`src/core/fsp_pkg.sv`:
```
// constants and types for the flash status and protection block
package fsp_pkg;
  localparam int ADDR_W = 20;
  localparam logic [ADDR_W-1:0] ADDR_TOP = 20'hfffff;
  // status_low bit positions
  localparam int B_LOCK_LO = 7;
  localparam int B_PROT_HI = 6;
  localparam int B_PROT_LO = 2;
  localparam int B_LATCH   = 1;
  localparam int B_BUSY    = 0;
  // status_high bit positions (relative to bit 8)
  localparam int B_ERS_PAUSE = 7;
  localparam int B_INVERT    = 6;
  localparam int B_SEC_HI    = 5;
  localparam int B_SEC_LO    = 3;
  localparam int B_PRG_PAUSE = 2;
  localparam int B_QUAD      = 1;
  localparam int B_LOCK_HI   = 0;
  localparam logic [4:0] PROT_RST = 5'h00;
  localparam logic [2:0] SEC_RST  = 3'h0;
  // operation lengths in cycles, arbitrary stand-ins for array timing
  localparam logic [15:0] T_STATUS_CYC = 16'h0010;
  localparam logic [15:0] T_PROG_CYC   = 16'h0040;
  localparam logic [15:0] T_ERASE_CYC  = 16'h0100;
  typedef enum logic [3:0] {
    FSP_CMD_NONE   = 4'h0,
    FSP_CMD_WRITE_ENABLE_CMD   = 4'h1,
    FSP_CMD_WRITE_DISABLE_CMD   = 4'h2,
    FSP_CMD_STAT   = 4'h3,
    FSP_CMD_PROG   = 4'h4,
    FSP_CMD_SECT   = 4'h5,
    FSP_CMD_BLK32  = 4'h6,
    FSP_CMD_BLK64  = 4'h7,
    FSP_CMD_CHIP   = 4'h8,
    FSP_CMD_SUSP   = 4'h9,
    FSP_CMD_RESUME = 4'ha,
    FSP_CMD_SRESET = 4'hb
  } fsp_cmd_t;
  typedef enum logic [2:0] {
    FSP_IDLE  = 3'b000,
    FSP_STAT  = 3'b001,
    FSP_PROG  = 3'b010,
    FSP_ERASE = 3'b011,
    FSP_PPAUS = 3'b100,
    FSP_EPAUS = 3'b101
  } fsp_state_t;
endpackage : fsp_pkg

```
`src/core/fsp_range_dec.sv`:
```
// protected range decoder from prot field and invert bit
`timescale 1ns/1ns
module fsp_range_dec
  import fsp_pkg::*;
(
  input  wire logic [4:0]        prot_i,
  input  wire logic              invert_i,
  input  wire logic [ADDR_W-1:0] lo_addr_i,
  input  wire logic [ADDR_W-1:0] hi_addr_i,
  output logic                   hit_o
);
  logic              any_d;
  logic [ADDR_W-1:0] base_d;
  logic [ADDR_W-1:0] lim_d;
  logic [ADDR_W-1:0] sz_d;
  logic [2:0]        low3;
  always_comb begin
    low3   = prot_i[2:0];
    any_d  = 1'b0;
    base_d = '0;
    lim_d  = ADDR_TOP;
    sz_d   = '0;
    if (!prot_i[4]) begin
      case (low3)
        3'b001: sz_d = 20'h10000;
        3'b010: sz_d = 20'h20000;
        3'b011: sz_d = 20'h40000;
        3'b100: sz_d = 20'h80000;
        default: sz_d = '0;
      endcase
    end else begin
      case (low3)
        3'b001: sz_d = 20'h01000;
        3'b010: sz_d = 20'h02000;
        3'b011: sz_d = 20'h04000;
        3'b100, 3'b101: sz_d = 20'h08000;
        default: sz_d = '0;
      endcase
    end
    if (low3 == 3'b000) begin
      any_d = invert_i;
    end else if (low3[2:1] == 2'b11) begin
      any_d = ~invert_i;
    end else if (!prot_i[4] && low3 == 3'b101) begin
      any_d = ~invert_i;
    end else if (!invert_i) begin
      any_d = 1'b1;
      if (prot_i[3]) lim_d = sz_d - 20'h1;
      else base_d = ADDR_TOP - sz_d + 20'h1;
    end else begin
      any_d = 1'b1;
      case ({prot_i[4], prot_i[3]})
        2'b00: lim_d = ADDR_TOP - sz_d;
        2'b01: base_d = sz_d;
        2'b10: lim_d = ADDR_TOP - sz_d;
        default: base_d = sz_d;
      endcase
    end
    hit_o = any_d && (hi_addr_i >= base_d) && (lo_addr_i <= lim_d);
  end
endmodule : fsp_range_dec

```
`src/core/fsp_status.sv`:
```
// status register pair, write latch, busy and protection gating
`timescale 1ns/1ns
module fsp_status
  import fsp_pkg::*;
(
  input  wire logic              sys_clk_i,
  input  wire logic              sys_rst_i,
  input  wire logic              clk_en_i,
  input  wire logic              cmd_valid_i,
  input  wire logic [3:0]        cmd_i,
  input  wire logic [ADDR_W-1:0] cmd_addr_i,
  input  wire logic [15:0]       wr_data_i,
  output logic [7:0]             status_low_o,
  output logic [7:0]             status_high_o,
  output logic                   cmd_refused_o,
  output logic                   array_go_o,
  output logic                   busy_flag_o,
  output logic                   quad_pins_on_o
);
  fsp_state_t        state_q;
  logic              write_latch_q;
  logic [4:0]        prot_q;
  logic              invert_q;
  logic              lock_lo_q;
  logic              lock_hi_q;
  logic [2:0]        sec_q;
  logic [15:0]       cnt_q;
  logic [15:0]       pend_q;
  logic              refused_q;
  logic              go_q;
  logic [ADDR_W-1:0] lo_a;
  logic [ADDR_W-1:0] hi_a;
  logic              hit;
  fsp_cmd_t          cmd;
  logic              busy;
  logic              accept;
  logic              is_erase;
  logic              is_arr;
  logic              chip_ok;
  logic              sr_ok;
  assign cmd = fsp_cmd_t'(cmd_i);
  function automatic logic [ADDR_W-1:0] span(input fsp_cmd_t c);
    case (c)
      FSP_CMD_SECT:  span = 20'h00fff;
      FSP_CMD_BLK32: span = 20'h07fff;
      FSP_CMD_BLK64: span = 20'h0ffff;
      default:       span = 20'h00000;
    endcase
  endfunction : span
  assign lo_a = cmd_addr_i & ~span(cmd);
  assign hi_a = cmd_addr_i | span(cmd);
  fsp_range_dec u_dec (
    .prot_i    (prot_q),
    .invert_i  (invert_q),
    .lo_addr_i (lo_a),
    .hi_addr_i (hi_a),
    .hit_o     (hit)
  );
  assign busy = (state_q == FSP_STAT) || (state_q == FSP_PROG) ||
                (state_q == FSP_ERASE);
  assign is_erase = (cmd == FSP_CMD_SECT) || (cmd == FSP_CMD_BLK32) ||
                    (cmd == FSP_CMD_BLK64) || (cmd == FSP_CMD_CHIP);
  assign is_arr = is_erase || (cmd == FSP_CMD_PROG);
  assign chip_ok = (prot_q[2:0] == 3'b000 && !invert_q) ||
                   (prot_q[2:0] == 3'b111 && invert_q);
  // any set lock_hi bars status writes
  assign sr_ok = !lock_hi_q;
  always_comb begin
    accept = 1'b0;
    // a parked operation must finish or be dropped by a software reset before another one is taken
    if (cmd_valid_i && state_q == FSP_IDLE && write_latch_q) begin
      if (cmd == FSP_CMD_STAT) accept = sr_ok;
      else if (cmd == FSP_CMD_CHIP) accept = chip_ok;
      else if (is_arr) accept = !hit;
    end
  end
  // the busy state machine; a suspend parks a program or erase, never a status write
  always_ff @(posedge sys_clk_i) begin
    if (sys_rst_i) begin
      state_q <= FSP_IDLE;
      cnt_q   <= '0;
      pend_q  <= '0;
    end else if (clk_en_i) begin
      case (state_q)
        FSP_IDLE: begin
          if (accept) begin
            if (cmd == FSP_CMD_STAT) begin
              state_q <= FSP_STAT;
              cnt_q   <= T_STATUS_CYC;
            end else if (cmd == FSP_CMD_PROG) begin
              state_q <= FSP_PROG;
              cnt_q   <= T_PROG_CYC;
            end else begin
              state_q <= FSP_ERASE;
              cnt_q   <= T_ERASE_CYC;
            end
          end
        end
        FSP_STAT, FSP_PROG, FSP_ERASE: begin
          if (cmd_valid_i && cmd == FSP_CMD_SUSP &&
              state_q != FSP_STAT) begin
            pend_q  <= cnt_q;
            state_q <= (state_q == FSP_PROG) ? FSP_PPAUS : FSP_EPAUS;
          end else if (cnt_q <= 16'h0001) begin
            state_q <= FSP_IDLE;
          end else begin
            cnt_q <= cnt_q - 16'h0001;
          end
        end
        FSP_PPAUS, FSP_EPAUS: begin
          if (cmd_valid_i && cmd == FSP_CMD_SRESET) begin
            state_q <= FSP_IDLE;
          end else if (cmd_valid_i && cmd == FSP_CMD_RESUME) begin
            cnt_q   <= pend_q;
            state_q <= (state_q == FSP_PPAUS) ? FSP_PROG : FSP_ERASE;
          end
        end
        default: state_q <= FSP_IDLE;
      endcase
    end
  end
  // write latch
  always_ff @(posedge sys_clk_i) begin
    if (sys_rst_i) begin
      write_latch_q <= 1'b0;
    end else if (clk_en_i && cmd_valid_i && !busy) begin
      if (cmd == FSP_CMD_WRITE_ENABLE_CMD) write_latch_q <= 1'b1;
      // refused writes outside busy consume the latch too; a retry needs a new enable
      else if (cmd == FSP_CMD_WRITE_DISABLE_CMD || cmd == FSP_CMD_SRESET ||
               cmd == FSP_CMD_STAT || is_arr) write_latch_q <= 1'b0;
    end
  end
  // non-volatile fields; sys_rst_i stands for the power cycle
  always_ff @(posedge sys_clk_i) begin
    if (sys_rst_i) begin
      prot_q    <= PROT_RST;
      invert_q  <= 1'b0;
      lock_lo_q <= 1'b0;
      lock_hi_q <= 1'b0;
      sec_q     <= SEC_RST;
    end else if (clk_en_i && accept && cmd == FSP_CMD_STAT) begin
      prot_q    <= wr_data_i[B_PROT_HI:B_PROT_LO];
      lock_lo_q <= wr_data_i[B_LOCK_LO];
      invert_q  <= wr_data_i[8 + B_INVERT];
      lock_hi_q <= wr_data_i[8 + B_LOCK_HI];
      sec_q     <= sec_q | wr_data_i[8 + B_SEC_HI:8 + B_SEC_LO];
    end
  end
  // per-command answer strobes
  always_ff @(posedge sys_clk_i) begin
    if (sys_rst_i) begin
      refused_q <= 1'b0;
      go_q      <= 1'b0;
    end else if (clk_en_i) begin
      go_q      <= accept && is_arr;
      refused_q <= cmd_valid_i && (cmd == FSP_CMD_STAT || is_arr) &&
                   !accept;
    end
  end
  assign status_low_o  = {lock_lo_q, prot_q, write_latch_q, busy};
  assign status_high_o = {state_q == FSP_EPAUS, invert_q, sec_q,
                          state_q == FSP_PPAUS, 1'b1, lock_hi_q};
  assign cmd_refused_o  = refused_q;
  assign array_go_o     = go_q;
  assign busy_flag_o    = busy;
  assign quad_pins_on_o = 1'b1;

  a_quad_const: assert property (@(posedge sys_clk_i) disable iff (sys_rst_i)
    status_high_o[B_QUAD] == 1'b1)
    else $error("quad enable not one");
  a_latch_gate: assert property (@(posedge sys_clk_i) disable iff (sys_rst_i)
    clk_en_i && !write_latch_q && cmd_valid_i ##1 1'b1 |-> !go_q)
    else $error("array op without latch");
  a_busy_rise: assert property (@(posedge sys_clk_i) disable iff (sys_rst_i)
    clk_en_i && accept |=> busy)
    else $error("busy not raised");
  a_refuse_idle: assert property (@(posedge sys_clk_i) disable iff (sys_rst_i)
    clk_en_i && !busy && cmd_valid_i && is_arr && hit |=> !busy)
    else $error("protected op started");
  a_sec_sticky: assert property (@(posedge sys_clk_i) disable iff (sys_rst_i)
    ($past(sec_q) & ~sec_q) == 3'h0)
    else $error("security lock cleared");
  a_otp_frozen: assert property (@(posedge sys_clk_i) disable iff (sys_rst_i)
    lock_hi_q |=> lock_hi_q && $stable(prot_q))
    else $error("locked status changed");
  a_chip_gate: assert property (@(posedge sys_clk_i) disable iff (sys_rst_i)
    clk_en_i && cmd_valid_i && cmd == FSP_CMD_CHIP && !chip_ok |=>
    cmd_refused_o)
    else $error("chip erase not refused");
  a_latch_clear: assert property (@(posedge sys_clk_i) disable iff (sys_rst_i)
    clk_en_i && cmd_valid_i && !busy && cmd == FSP_CMD_WRITE_DISABLE_CMD |=>
    !write_latch_q)
    else $error("latch not cleared");
  a_pause_clear: assert property (@(posedge sys_clk_i) disable iff (sys_rst_i)
    clk_en_i && cmd_valid_i && cmd == FSP_CMD_RESUME |=>
    !status_high_o[B_ERS_PAUSE] && !status_high_o[B_PRG_PAUSE])
    else $error("paused flag not cleared");
endmodule : fsp_status

```
`config.mk`:
```
export PLATFORM = sky130hd
export DESIGN_NAME = fsp_status
export DESIGN_NICKNAME = d
export VERILOG_FILES = /design/src/core/fsp_pkg.sv /design/src/core/fsp_range_dec.sv /design/src/core/fsp_status.sv
export SDC_FILE = /design/constraint.sdc
export NUM_CORES = 1
export LEC_CHECK = 0
export ABC_AREA = 1
export BUFFER_PORTS_ARGS = -buffer_cell sky130_fd_sc_hd__buf_2
export CORE_UTILIZATION = 25
export CTS_CLUSTER_SIZE = 40
export DETAILED_ROUTE_END_ITERATION = 10
export PLACE_DENSITY = 0.52
export SLEW_MARGIN = 15
export SYNTH_ARGS = -nofsm -noshare
export SYNTH_HDL_FRONTEND = slang
export SYNTH_SLANG_ARGS = --single-unit
```
`constraint.sdc`:
```
create_clock -name sys_clk_i -period 5.3 [get_ports sys_clk_i]
set_input_delay 0 -clock sys_clk_i [delete_from_list [all_inputs] [get_ports sys_clk_i]]
set_output_delay 0 -clock sys_clk_i [all_outputs]
set_load 0.01 [all_outputs]
```
==> results of run 1 <==
-- flip-flops by register name, summed over array words and instances, names as in the netlist, 3 cells and up --
signal and flops:
cnt_q 16, pend_q 16, prot_q 5, sec_q 3, state_q 3
-- synthesized netlist by cell type (2+ instances only) --
library cell	n
nor2_2	3
buf_4	11
nand2_2	5
nand4_1	12
nand3b_1	10
nand2_1	114
nor3_1	10
a211oi_1	2
nand3_1	34
clkbuf_1	5
inv_1	75
dfxtp_1	49
buf_2	6
xor2_1	4
a21oi_1	66
ha_1	20
nor4_1	4
nor2_1	71
inv_2	4
o22ai_1	9
clkinv_1	2
o21ai_0	41
buf_6	2
o21a_1	2
-- worst paths after layout --
kind,endpoint,slack (ps),cells after the start
max reg2reg,cnt_q[0],1520,28
min reg2reg,pend_q[12],450,2
min,prot_q[3],-4,3
max,cnt_q[0],1520,28
-- per-layer routing --
metal | track usage | share of wire | up-vias
met1 | 0.180 | 0.46 | 1779
met2 | 0.259 | 0.49 | 74
li1 | - | - | 1989
met3 | 0.0181 | 0.038 | 10
met5 | 0 | 0 | -
met4 | 0.0297 | 0.010 | 0
-- metrics by stage --
stage                     cell area [um^2]  setup slack, ps  utilization  hold WS [ps]
after floorplan                       3630             2290            -          69.1
after global placement                3990             1540        0.284           272
after detailed placement              3990             1480        0.284           265
after CTS                             4220             1470        0.301          2.12
after global routing                  4220              914        0.301          19.1
final                                 4220             1520        0.301         -3.53
-- layout by cell type, fill, tap and decap left out, drive strengths merged --
master / n
clkbuf: 6
nand3b: 10
buf: 57
nand4: 12
conb: 2
a21oi: 68
dlygate4sd3: 6
nand2: 120
a22oi: 1
o21bai: 1
o21a: 2
a221oi: 1
ha: 20
or2: 1
a211oi: 2
o211ai: 2
dfxtp: 49
bufinv: 1
nand3: 35
clkinv: 2
clkinvlp: 1
o21ai: 42
xor2: 4
nor2: 74
nor4: 4
o2111ai: 1
xnor2: 1
o32ai: 1
o22ai: 9
inv: 79
a31oi: 1
nor3: 10
-- power by group through the flow --
stage | Combinational [mW] | Sequential, mW | Clock [mW]
after floorplan | 0.849 | 0.498 | 0
after global placement | 1.02 | 0.515 | 0
after detailed placement | 1.04 | 0.519 | 0
after CTS | 1.04 | 0.510 | 0.386
after global routing | 1.20 | 0.522 | 0.402
final | 1.04 | 0.510 | 0.376
-- cell families after synthesis --
family	count (synthesis)	synth area share
buffers and inverters	106	0.127
other	1	0.00103
adder cells (fa/ha/maj)	20	0.0690
AND/OR/NAND/NOR	266	0.322
flip-flops	49	0.270
AO/OA/AOI/OAI	131	0.198
XOR/XNOR	5	0.0121
-- critical path: cells and delay by family, from the launching register on --
family | cells | cell delay, ps
buffers and inverters | 4 | 410
adder cells (fa/ha/maj) | 2 | 500
flip-flops | 1 | 360
AND/OR/NAND/NOR | 20 | 2210
AO/OA/AOI/OAI | 2 | 240
-- repair_timing --
item,CTS,global route
setup endpoints to repair,0,0
setup buffers,0,0
resized for setup,0,0
endpoints found under the hold margin,6,0
hold buffers,6,0
-- final cells by class --
class,count,share of cell area
clock buffer,6,0.0329
sequential,49,0.232
timing repair buffer,63,0.0824
clock inverter,2,0.00889
tap,180,0.0533
multi-input combinational,424,0.518
inverter,81,0.0720
==> impl_metrics.csv, run 1 <==
group,metric,value,unit
status,status,"finished with violations",
status,violations,"negative hold slack",
layout,layout.cells.non_filler,805,
clock_network,cts_tree,"built",
worst_hold_path,worstHoldStart,"wr_data_i[5]",
timing,finalCritPeriodShare,0.714,
floorplanning,row_count,43,
worst_hold_path,holdCritPathClass,"input pin to flop",
synthesis,synth_cell_types,41,
layout,seq_area,981,um^2
layout,insertedDiodeCount,0,
synthesis,postSynthCellCount,578,
clock_network,path_clk_slew,70,ps
global_route,grt_remaining_overflow,0,
routing,viasPerCell,4.79,
timing,timing.slew.headroom,0.360,
power,seqPwrFrac,0.265,
synthesis,async_flop_share,0,
floorplanning,die_y,122,um
global_route,antenna_found_initial,0,
synthesis,ys_ff_latch,49,
routing,wire_per_inst,13.0,um
placed_design,gp_congestion,0.846,
synthesis,yosysTopAreaCellShare,0.270,
power,p_clk_frac,0.195,
synthesis,synth-main-ff-cell,"dfxtp_1",
routing,drc,0,
timing,finalMaxSlewViolations,0,
layout,drive_above_1_share,0.133,
worst_setup_path,crit_top_cell,"nand2_1",
floorplanning,core-area,14000,um^2
clock_network,cts_buffers,5,
routing,num_vias,3852,
clock_network,cts-root-buf,"clkbuf_16",
timing,setup_violations,0,
worst_setup_path,crit_start,"prot_q[1]",
clock_network,clk_path_buf_depth,2,
power,p_int,1.03,mW
timing,hold_violations,1,
routing,routed_wl,10400,um
power,power,1.93,mW
synthesis,syn_area,3630,um^2
floorplanning,die_w,122,um
worst_setup_path,cp-start-kind,"flop",
timing,worst_slew_pin_slew,955,ps
synthesis,yosysWarnings,0,
synthesis,yosys-top-cells-area,"dfxtp_1 (27%), nand2_1 (12%), a21oi_1 (9.1%)",
synthesis,synth-edff-count,0,
timing,worst_clock_skew,7.16,ps
routing,antenna_left,0,
timing,fmax,264,MHz
worst_setup_path,rr_startpoint,"prot_q[1]",
worst_setup_path,required,5530,ps
layout,fill_cells,1570,
synthesis,seq_area_frac_synth,0.270,
worst_setup_path,cp_slowest_cell,"dfxtp_1",
layout,nets,688,
layout,synthToLayoutAreaGrowth,16.4,%
placed_design,place_inst,791,
power,netSwitchingPower,0.899,mW
synthesis,syn_avg_cell_area,6.28,um^2
timing,rsz0062_at_grt,"no",
timing,layout_min_cycle_time,3780,ps
synthesis,yosys.area.top_type,"dfxtp_1",
power,vdd_ir_drop_max,0.247,mV
routing,drtIter0Drc,174,
global_route,grt_pass1_vias,3696,
worst_setup_path,critical_path.max_stage_delay,360,ps
layout,multi_input_comb_area,2190,um^2
clock_network,cts.sinks,49,
worst_setup_path,arrival,4010,ps
timing,hold_ws,-3.53,ps
power,pwr-share-comb,0.540,
power,swShare,0.466,
global_route,track_usage,0.143,
placed_design,dp_hpwl,7890,um
power,leakage,1.90,nW
run,drv_cap,0,
floorplanning,start_util,0.258,
clock_network,htree_levels,2,
routing,dr.pass1.iters,4,
floorplanning,ios,64,
global_route,grt_max_degree,37,
global_route,grt_pass1_wl,17300,um
clock_network,clk_latency,290,ps
worst_setup_path,critPathMaxFanout,32,
placed_design,numPortBuffers,56,
timing,fin_setup_tns,0,ps
worst_setup_path,critical_path.endpoint_type,"flop",
floorplanning,die_area,15000,um^2
power,p_per_area,456,nW/um^2
worst_setup_path,crit_type,"flop to flop",
No activity file was read; power rests on OpenSTA's default activity.
==> run 2: changes to the inputs <==
ABC_AREA = 0   (was 1)
clock period = 3.9 ns   (was 5.3 ns; I/O delays follow)
==> run 2 against run 1 <==
Effect of this change: the run now ends clean; maximum frequency up 5.6%; hold slack better by 87 ps; via count down 1.4%; critical path depth down 15; critical path type unchanged; critical endpoint is now cnt_q[12].
==> impl_metrics.csv, run 2 <==
group,metric,value,unit
synthesis,synth_cell_types,63,
synthesis,seq_area_frac_synth,0.266,
global_route,grt_remaining_overflow,0,
timing,setup_violations,0,
worst_setup_path,critical_path.endpoint_type,"flop",
synthesis,ys_ff_latch,49,
routing,drc,0,
global_route,grt_pass1_vias,3562,
worst_setup_path,critical_path.max_stage_delay,490,ps
floorplanning,die_area,15300,um^2
clock_network,cts_setup_buffers,0,
worst_setup_path,cp_slowest_cell,"dfxtp_1",
routing,dr.pass1.iters,5,
layout,insertedDiodeCount,0,
run,drv_cap,0,
power,p_per_area,258,nW/um^2
global_route,grt_max_degree,68,
synthesis,async_flop_share,0,
worst_hold_path,holdCritPathClass,"input pin to flop",
routing,met2WireLength,4940,um
layout,fin_area,4420,um^2
global_route,grt_pass1_wl,17600,um
timing,rsz0062_at_grt,"no",
timing,fmax,279,MHz
clock_network,cts_buffers,5,
routing,routed_wl,10500,um
synthesis,synth-main-ff-cell,"dfxtp_1",
floorplanning,ios,64,
global_route,track_usage,0.144,
synthesis,yosys.area.top_type,"dfxtp_1",
global_route,antenna_found_initial,0,
worst_setup_path,arrival,3760,ps
power,vdd_ir_drop_max,0.176,mV
clock_network,cts-root-buf,"clkbuf_16",
clock_network,path_clk_slew,70,ps
synthesis,synth_most_common_cell,"nand2_1",
placed_design,place_inst,712,
power,leakage,1.74,nW
floorplanning,die_y,124,um
floorplanning,core-area,14500,um^2
clock_network,clk_latency,290,ps
layout,final_util,0.305,
clock_network,cts_tree,"built",
synthesis,syn_area,3690,um^2
routing,antenna_left,0,
clock_network,htree_levels,2,
layout,nets,610,
timing,hold_violations,0,
routing,wire_per_inst,14.4,um
placed_design,gp_congestion,0.913,
placed_design,placed_area,4150,um^2
routing,wl_met1,5020,um
routing,routed.top_layer,"met4",
placed_design,numPortBuffers,56,
routing,met3_length,479,um
status,status,"complete, no violations",
synthesis,ys_top_cells_by_count,"nand2_1 (66), nor2_1 (51), dfxtp_1 (49), a21oi_1 (42), clkbuf_1 (25)",
synthesis,syn_avg_cell_area,7.48,um^2
clock_network,clk_path_buf_depth,2,
timing,fin_setup_tns,0,ps
worst_setup_path,worstPathCellList,"nand3_1 > ha_1 > xor2_1 > a22oi_1 > nor2_1 > ha_1 > nand4_1 > nor4_2 > o211ai_1 > a211oi_2 > a221o_1 > buf_12 > mux2_2",
timing,worst_clock_skew,9.08,ps
routing,drtIter0Drc,262,
timing,layout_min_cycle_time,3580,ps
worst_setup_path,required,4080,ps
floorplanning,die_w,124,um
timing,worst_slew_pin_slew,914,ps
timing,timing.slew.headroom,0.389,
layout,synthToLayoutAreaGrowth,19.6,%
placed_design,place_ws,78.5,ps
layout,layout.cells.non_filler,731,
worst_setup_path,cp-start-kind,"flop",
timing,setup_ws,315,ps
timing,finalMaxSlewViolations,0,
timing,finalCritPeriodShare,0.919,
floorplanning,start_util,0.255,
synthesis,yosysTopAreaCellShare,0.266,
layout,final_common_cell,"nand2_1",
worst_setup_path,critPathMaxFanout,12,
synthesis,yosys-top-cells-area,"dfxtp_1 (27%), ha_1 (6.8%), nand2_1 (6.7%)",
routing,viasPerCell,5.20,
worst_setup_path,crit_top_cell,"ha_1",
synthesis,yosysWarnings,0,
layout,top_regs,"cnt_q (16), pend_q (16), prot_q (5)",
layout,drive_above_1_share,0.185,
placed_design,dp_hpwl,7630,um
routing,num_vias,3799,
layout,final_cell_mix,"nand2_1 (66), buf_2 (55), nor2_1 (51)",
floorplanning,row_count,44,
clock_network,cts.sinks,49,
synthesis,synth-edff-count,0,
synthesis,postSynthCellCount,494,
worst_setup_path,crit_type,"flop to flop",
worst_setup_path,reg2reg_slack,320,ps
run 2: cell types whose count changed after synthesis, moves of 19 or more:
cell | before | now
nand2_1 | 114 | 66
inv_1 | 75 | 8
o21ai_0 | 41 | 22
a21oi_1 | 66 | 42
clkbuf_1 | 5 | 25
nand3_1 | 34 | 11
nor2_1 | 71 | 51
run 2: path summary, 6_finish.rpt:
kind,depth (start not counted),endpoint,start
max,13,cnt_q[12],prot_q[0]
min,3,cmd_refused_o,clk_en_i
max reg2reg,13,cnt_q[12],prot_q[0]
min reg2reg,2,pend_q[4],pend_q[4]
run 2: power by group:
part	leakage [nW]	total, mW	internal, mW	switching (mW)
Sequential	0.395	0.508	0.503	0.00518
Combinational	1.27	0.197	0.0848	0.112
Clock	0.0712	0.434	0.240	0.194
Total	1.74	1.14	0.828	0.312
run 2: layout make-up:
class                      count  area [um^2]
clock buffer                   6          129
multi-input combinational    397         2490
timing repair buffer          85          541
tap                          184          230
sequential                    49          982
clock inverter                 2         13.8
inverter                       8         30.0
fill                        1553        10100
run 2: per-layer routing:
metal / up-vias / track usage
met3: 10 / 0.0203
met5: - / 0
met4: 0 / 0.0294
met2: 123 / 0.238
li1: 1891 / -
met1: 1775 / 0.197
run 2: what timing repair did:
item	in CTS	in global routing
hold buffers	11	0
setup endpoints to repair	0	16
hold endpoints to repair	11	0
resized for setup	0	3
run 2: per-stage QoR:
step	total power, mW	hold slack, ps
CTS	1.15	75.0
global route	1.19	114
finish	1.14	83.2
detailed placement	0.707	231
global placement	0.703	224
floorplan	0.644	141
run 2: logic make-up after synthesis:
kind of cell / after synthesis / synth area share
flip-flops: 49 / 0.266
other: 1 / 0.00102
buffers and inverters: 49 / 0.0657
AO/OA/AOI/OAI: 138 / 0.252
AND/OR/NAND/NOR: 216 / 0.289
adder cells (fa/ha/maj): 20 / 0.0678
XOR/XNOR: 6 / 0.0142
multiplexers: 15 / 0.0454
run 2: worst max-delay path, delay by kind of cell (launching register included):
family | cells | cell delay (ps)
compound gates | 4 | 930
buf+inv | 1 | 170
xor+xnor | 1 | 190
simple gates | 4 | 720
mux | 1 | 330
flops | 1 | 490
fa+ha+maj | 2 | 640
==> run 3: changes to the inputs <==
PLACE_DENSITY = unset   (was 0.52)
PLACE_DENSITY_LB_ADDON = 0.15   (was unset)
==> run 3 against run 2 <==
Effect of this change: core utilization hardly changed; final area hardly changed; combinational power hardly changed; maximum frequency is 1.2% lower; clock skew is 3.8 ps lower; count of clock-buffer cells in the layout is 1 lower; non-clock buffer count is 3 higher; critical path depth is 1 higher.
==> impl_metrics.csv, run 3 (synthesized netlist as in run 2, its figures left out) <==
group,metric,value,unit
worst_setup_path,critical_path.max_stage_delay,380,ps
timing,finalMaxSlewViolations,0,
floorplanning,ios,64,
floorplanning,start_util,0.255,
floorplanning,die_w,124,um
routing,routed.top_layer,"met4",
timing,setup_violations,0,
power,netSwitchingPower,0.298,mW
timing,layout_min_cycle_time,3630,ps
global_route,grt_remaining_overflow,0,
timing,hold_violations,0,
global_route,grt_max_degree,50,
worst_setup_path,worstPathCellList,"nor2b_1 > nand3b_1 > ha_2 > xor2_1 > a22oi_1 > nor2_1 > ha_1 > nand4_1 > nor4_1 > o211ai_1 > a211oi_2 > a221o_1 > buf_12 > mux2_2",
global_route,grt_pass1_vias,3476,
power,power,1.11,mW
timing,finalCritPeriodShare,0.930,
global_route,grt_pass1_wl,18100,um
global_route,track_usage,0.152,
layout,top_regs,"cnt_q (16), pend_q (16), prot_q (5)",
layout,nets,613,
worst_hold_path,holdCritPathClass,"input pin to flop",
layout,fill_cells,1598,
worst_setup_path,critPathMaxFanout,16,
floorplanning,die_area,15300,um^2
timing,worst_slew_pin_slew,875,ps
clock_network,cts_tree,"built",
routing,drtIter0Drc,205,
power,vdd_ir_drop_max,0.149,mV
run,drv_cap,0,
global_route,antenna_found_initial,0,
power,swShare,0.267,
worst_setup_path,cp-start-kind,"flop",
power,p_per_area,252,nW/um^2
layout,synthToLayoutAreaGrowth,19.6,%
power,p_clk_frac,0.367,
worst_setup_path,arrival,3800,ps
routing,dr.pass1.iters,5,
layout,insertedDiodeCount,0,
worst_setup_path,crit_family,"compound AO/OA/AOI/OAI gates",
routing,drc,0,
placed_design,dp_hpwl,8280,um
timing,worst_clock_skew,5.28,ps
routing,viasPerCell,5.12,
clock_network,clk_latency,280,ps
layout,final_cell_mix,"nand2_1 (66), buf_2 (56), nor2_1 (51)",
timing,fmax,276,MHz
routing,wl_met1,5680,um
routing,wire_per_inst,15.5,um
clock_network,cts-root-buf,"clkbuf_16",
clock_network,cts_setup_buffers,0,
worst_setup_path,cp_slowest_cell,"dfxtp_1",
power,p_int,0.816,mW
routing,antenna_left,0,
floorplanning,die_y,124,um
layout,final_util,0.305,
timing,timing.slew.headroom,0.413,
routing,num_vias,3750,
routing,met3_length,505,um
status,status,"complete, no violations",
power,seqPwrFrac,0.457,
routing,met2WireLength,5040,um
clock_network,cts.sinks,49,
clock_network,cts_buffers,5,
placed_design,gp_congestion,0.824,
clock_network,path_clk_slew,60,ps
routing,routed_wl,11300,um
power,pwr-share-comb,0.176,
layout,drive_above_1_share,0.186,
worst_setup_path,critical_path.endpoint_type,"flop",
floorplanning,row_count,44,
floorplanning,core-area,14500,um^2
power,leakage,1.75,nW
layout,final_common_cell,"nand2_1",
clock_network,clk_path_buf_depth,2,
worst_setup_path,critPathBufInv,1,
worst_setup_path,required,4070,ps
placed_design,numPortBuffers,56,
worst_setup_path,crit_type,"flop to flop",
clock_network,htree_levels,2,
-- run 3: power by group through the flow --
stage / Combinational (mW) / Sequential (mW) / Clock [mW]
2_1_floorplan: 0.126 / 0.518 / 0
3_3_place_gp: 0.185 / 0.520 / 0
3_5_place_dp: 0.187 / 0.520 / 0
4_1_cts: 0.196 / 0.508 / 0.427
5_1_grt: 0.217 / 0.509 / 0.442
6_report: 0.196 / 0.509 / 0.409
-- run 3: final cells by class --
cell class | instances | area [um^2] | share of cell area
Tap cell | 184 | 230 | 0.0521
Timing Repair Buffer | 88 | 561 | 0.127
Sequential cell | 49 | 981 | 0.222
Multi-Input combinational cell | 397 | 2490 | 0.563
Clock inverter | 1 | 5.00 | 0.00113
Inverter | 8 | 30.0 | 0.00680
Clock buffer | 5 | 125 | 0.0283
-- run 3: routing by layer --
| layer | global-route usage | vias up |
|---|---|---|
| met5 | 0 | - |
| met4 | 0.0316 | 0 |
| met3 | 0.0268 | 6 |
| met2 | 0.245 | 93 |
| met1 | 0.210 | 1750 |
| li1 | - | 1901 |
-- run 3: path summary, 6_finish.rpt --
| check | depth (start not counted) | end | slack, ps | from |
|---|---|---|---|---|
| setup reg to reg | 14 | cnt_q[12] | 270 | prot_q[1] |
| hold reg to reg | 2 | pend_q[14] | 460 | pend_q[14] |
| setup / recovery | 14 | cnt_q[12] | 270 | prot_q[1] |
| hold / removal | 2 | state_q[2] | 90 | sys_rst_i |
-- run 3: what timing repair did --
action	4_1_cts	5_1_grt
hold endpoints to repair	11	0
hold buffers	11	0
resized for setup	0	2
setup endpoints to repair	0	8
-- run 3: through the flow --
| stage | setup TNS [ps] | worst slack, ps | cells | hold WS, ps | instance area, um^2 |
|---|---|---|---|---|---|
| final | 0 | 272 | 732 | 92.1 | 4420 |
| after global routing | -17.2 | -8.91 | 732 | 117 | 4420 |
| after CTS | 0 | 131 | 732 | 88.6 | 4410 |
| after detailed placement | 0 | 135 | 715 | 239 | 4170 |
| after global placement | 0 | 248 | 715 | 225 | 4170 |
| after floorplan | 0 | 79.9 | 495 | 141 | 3700 |
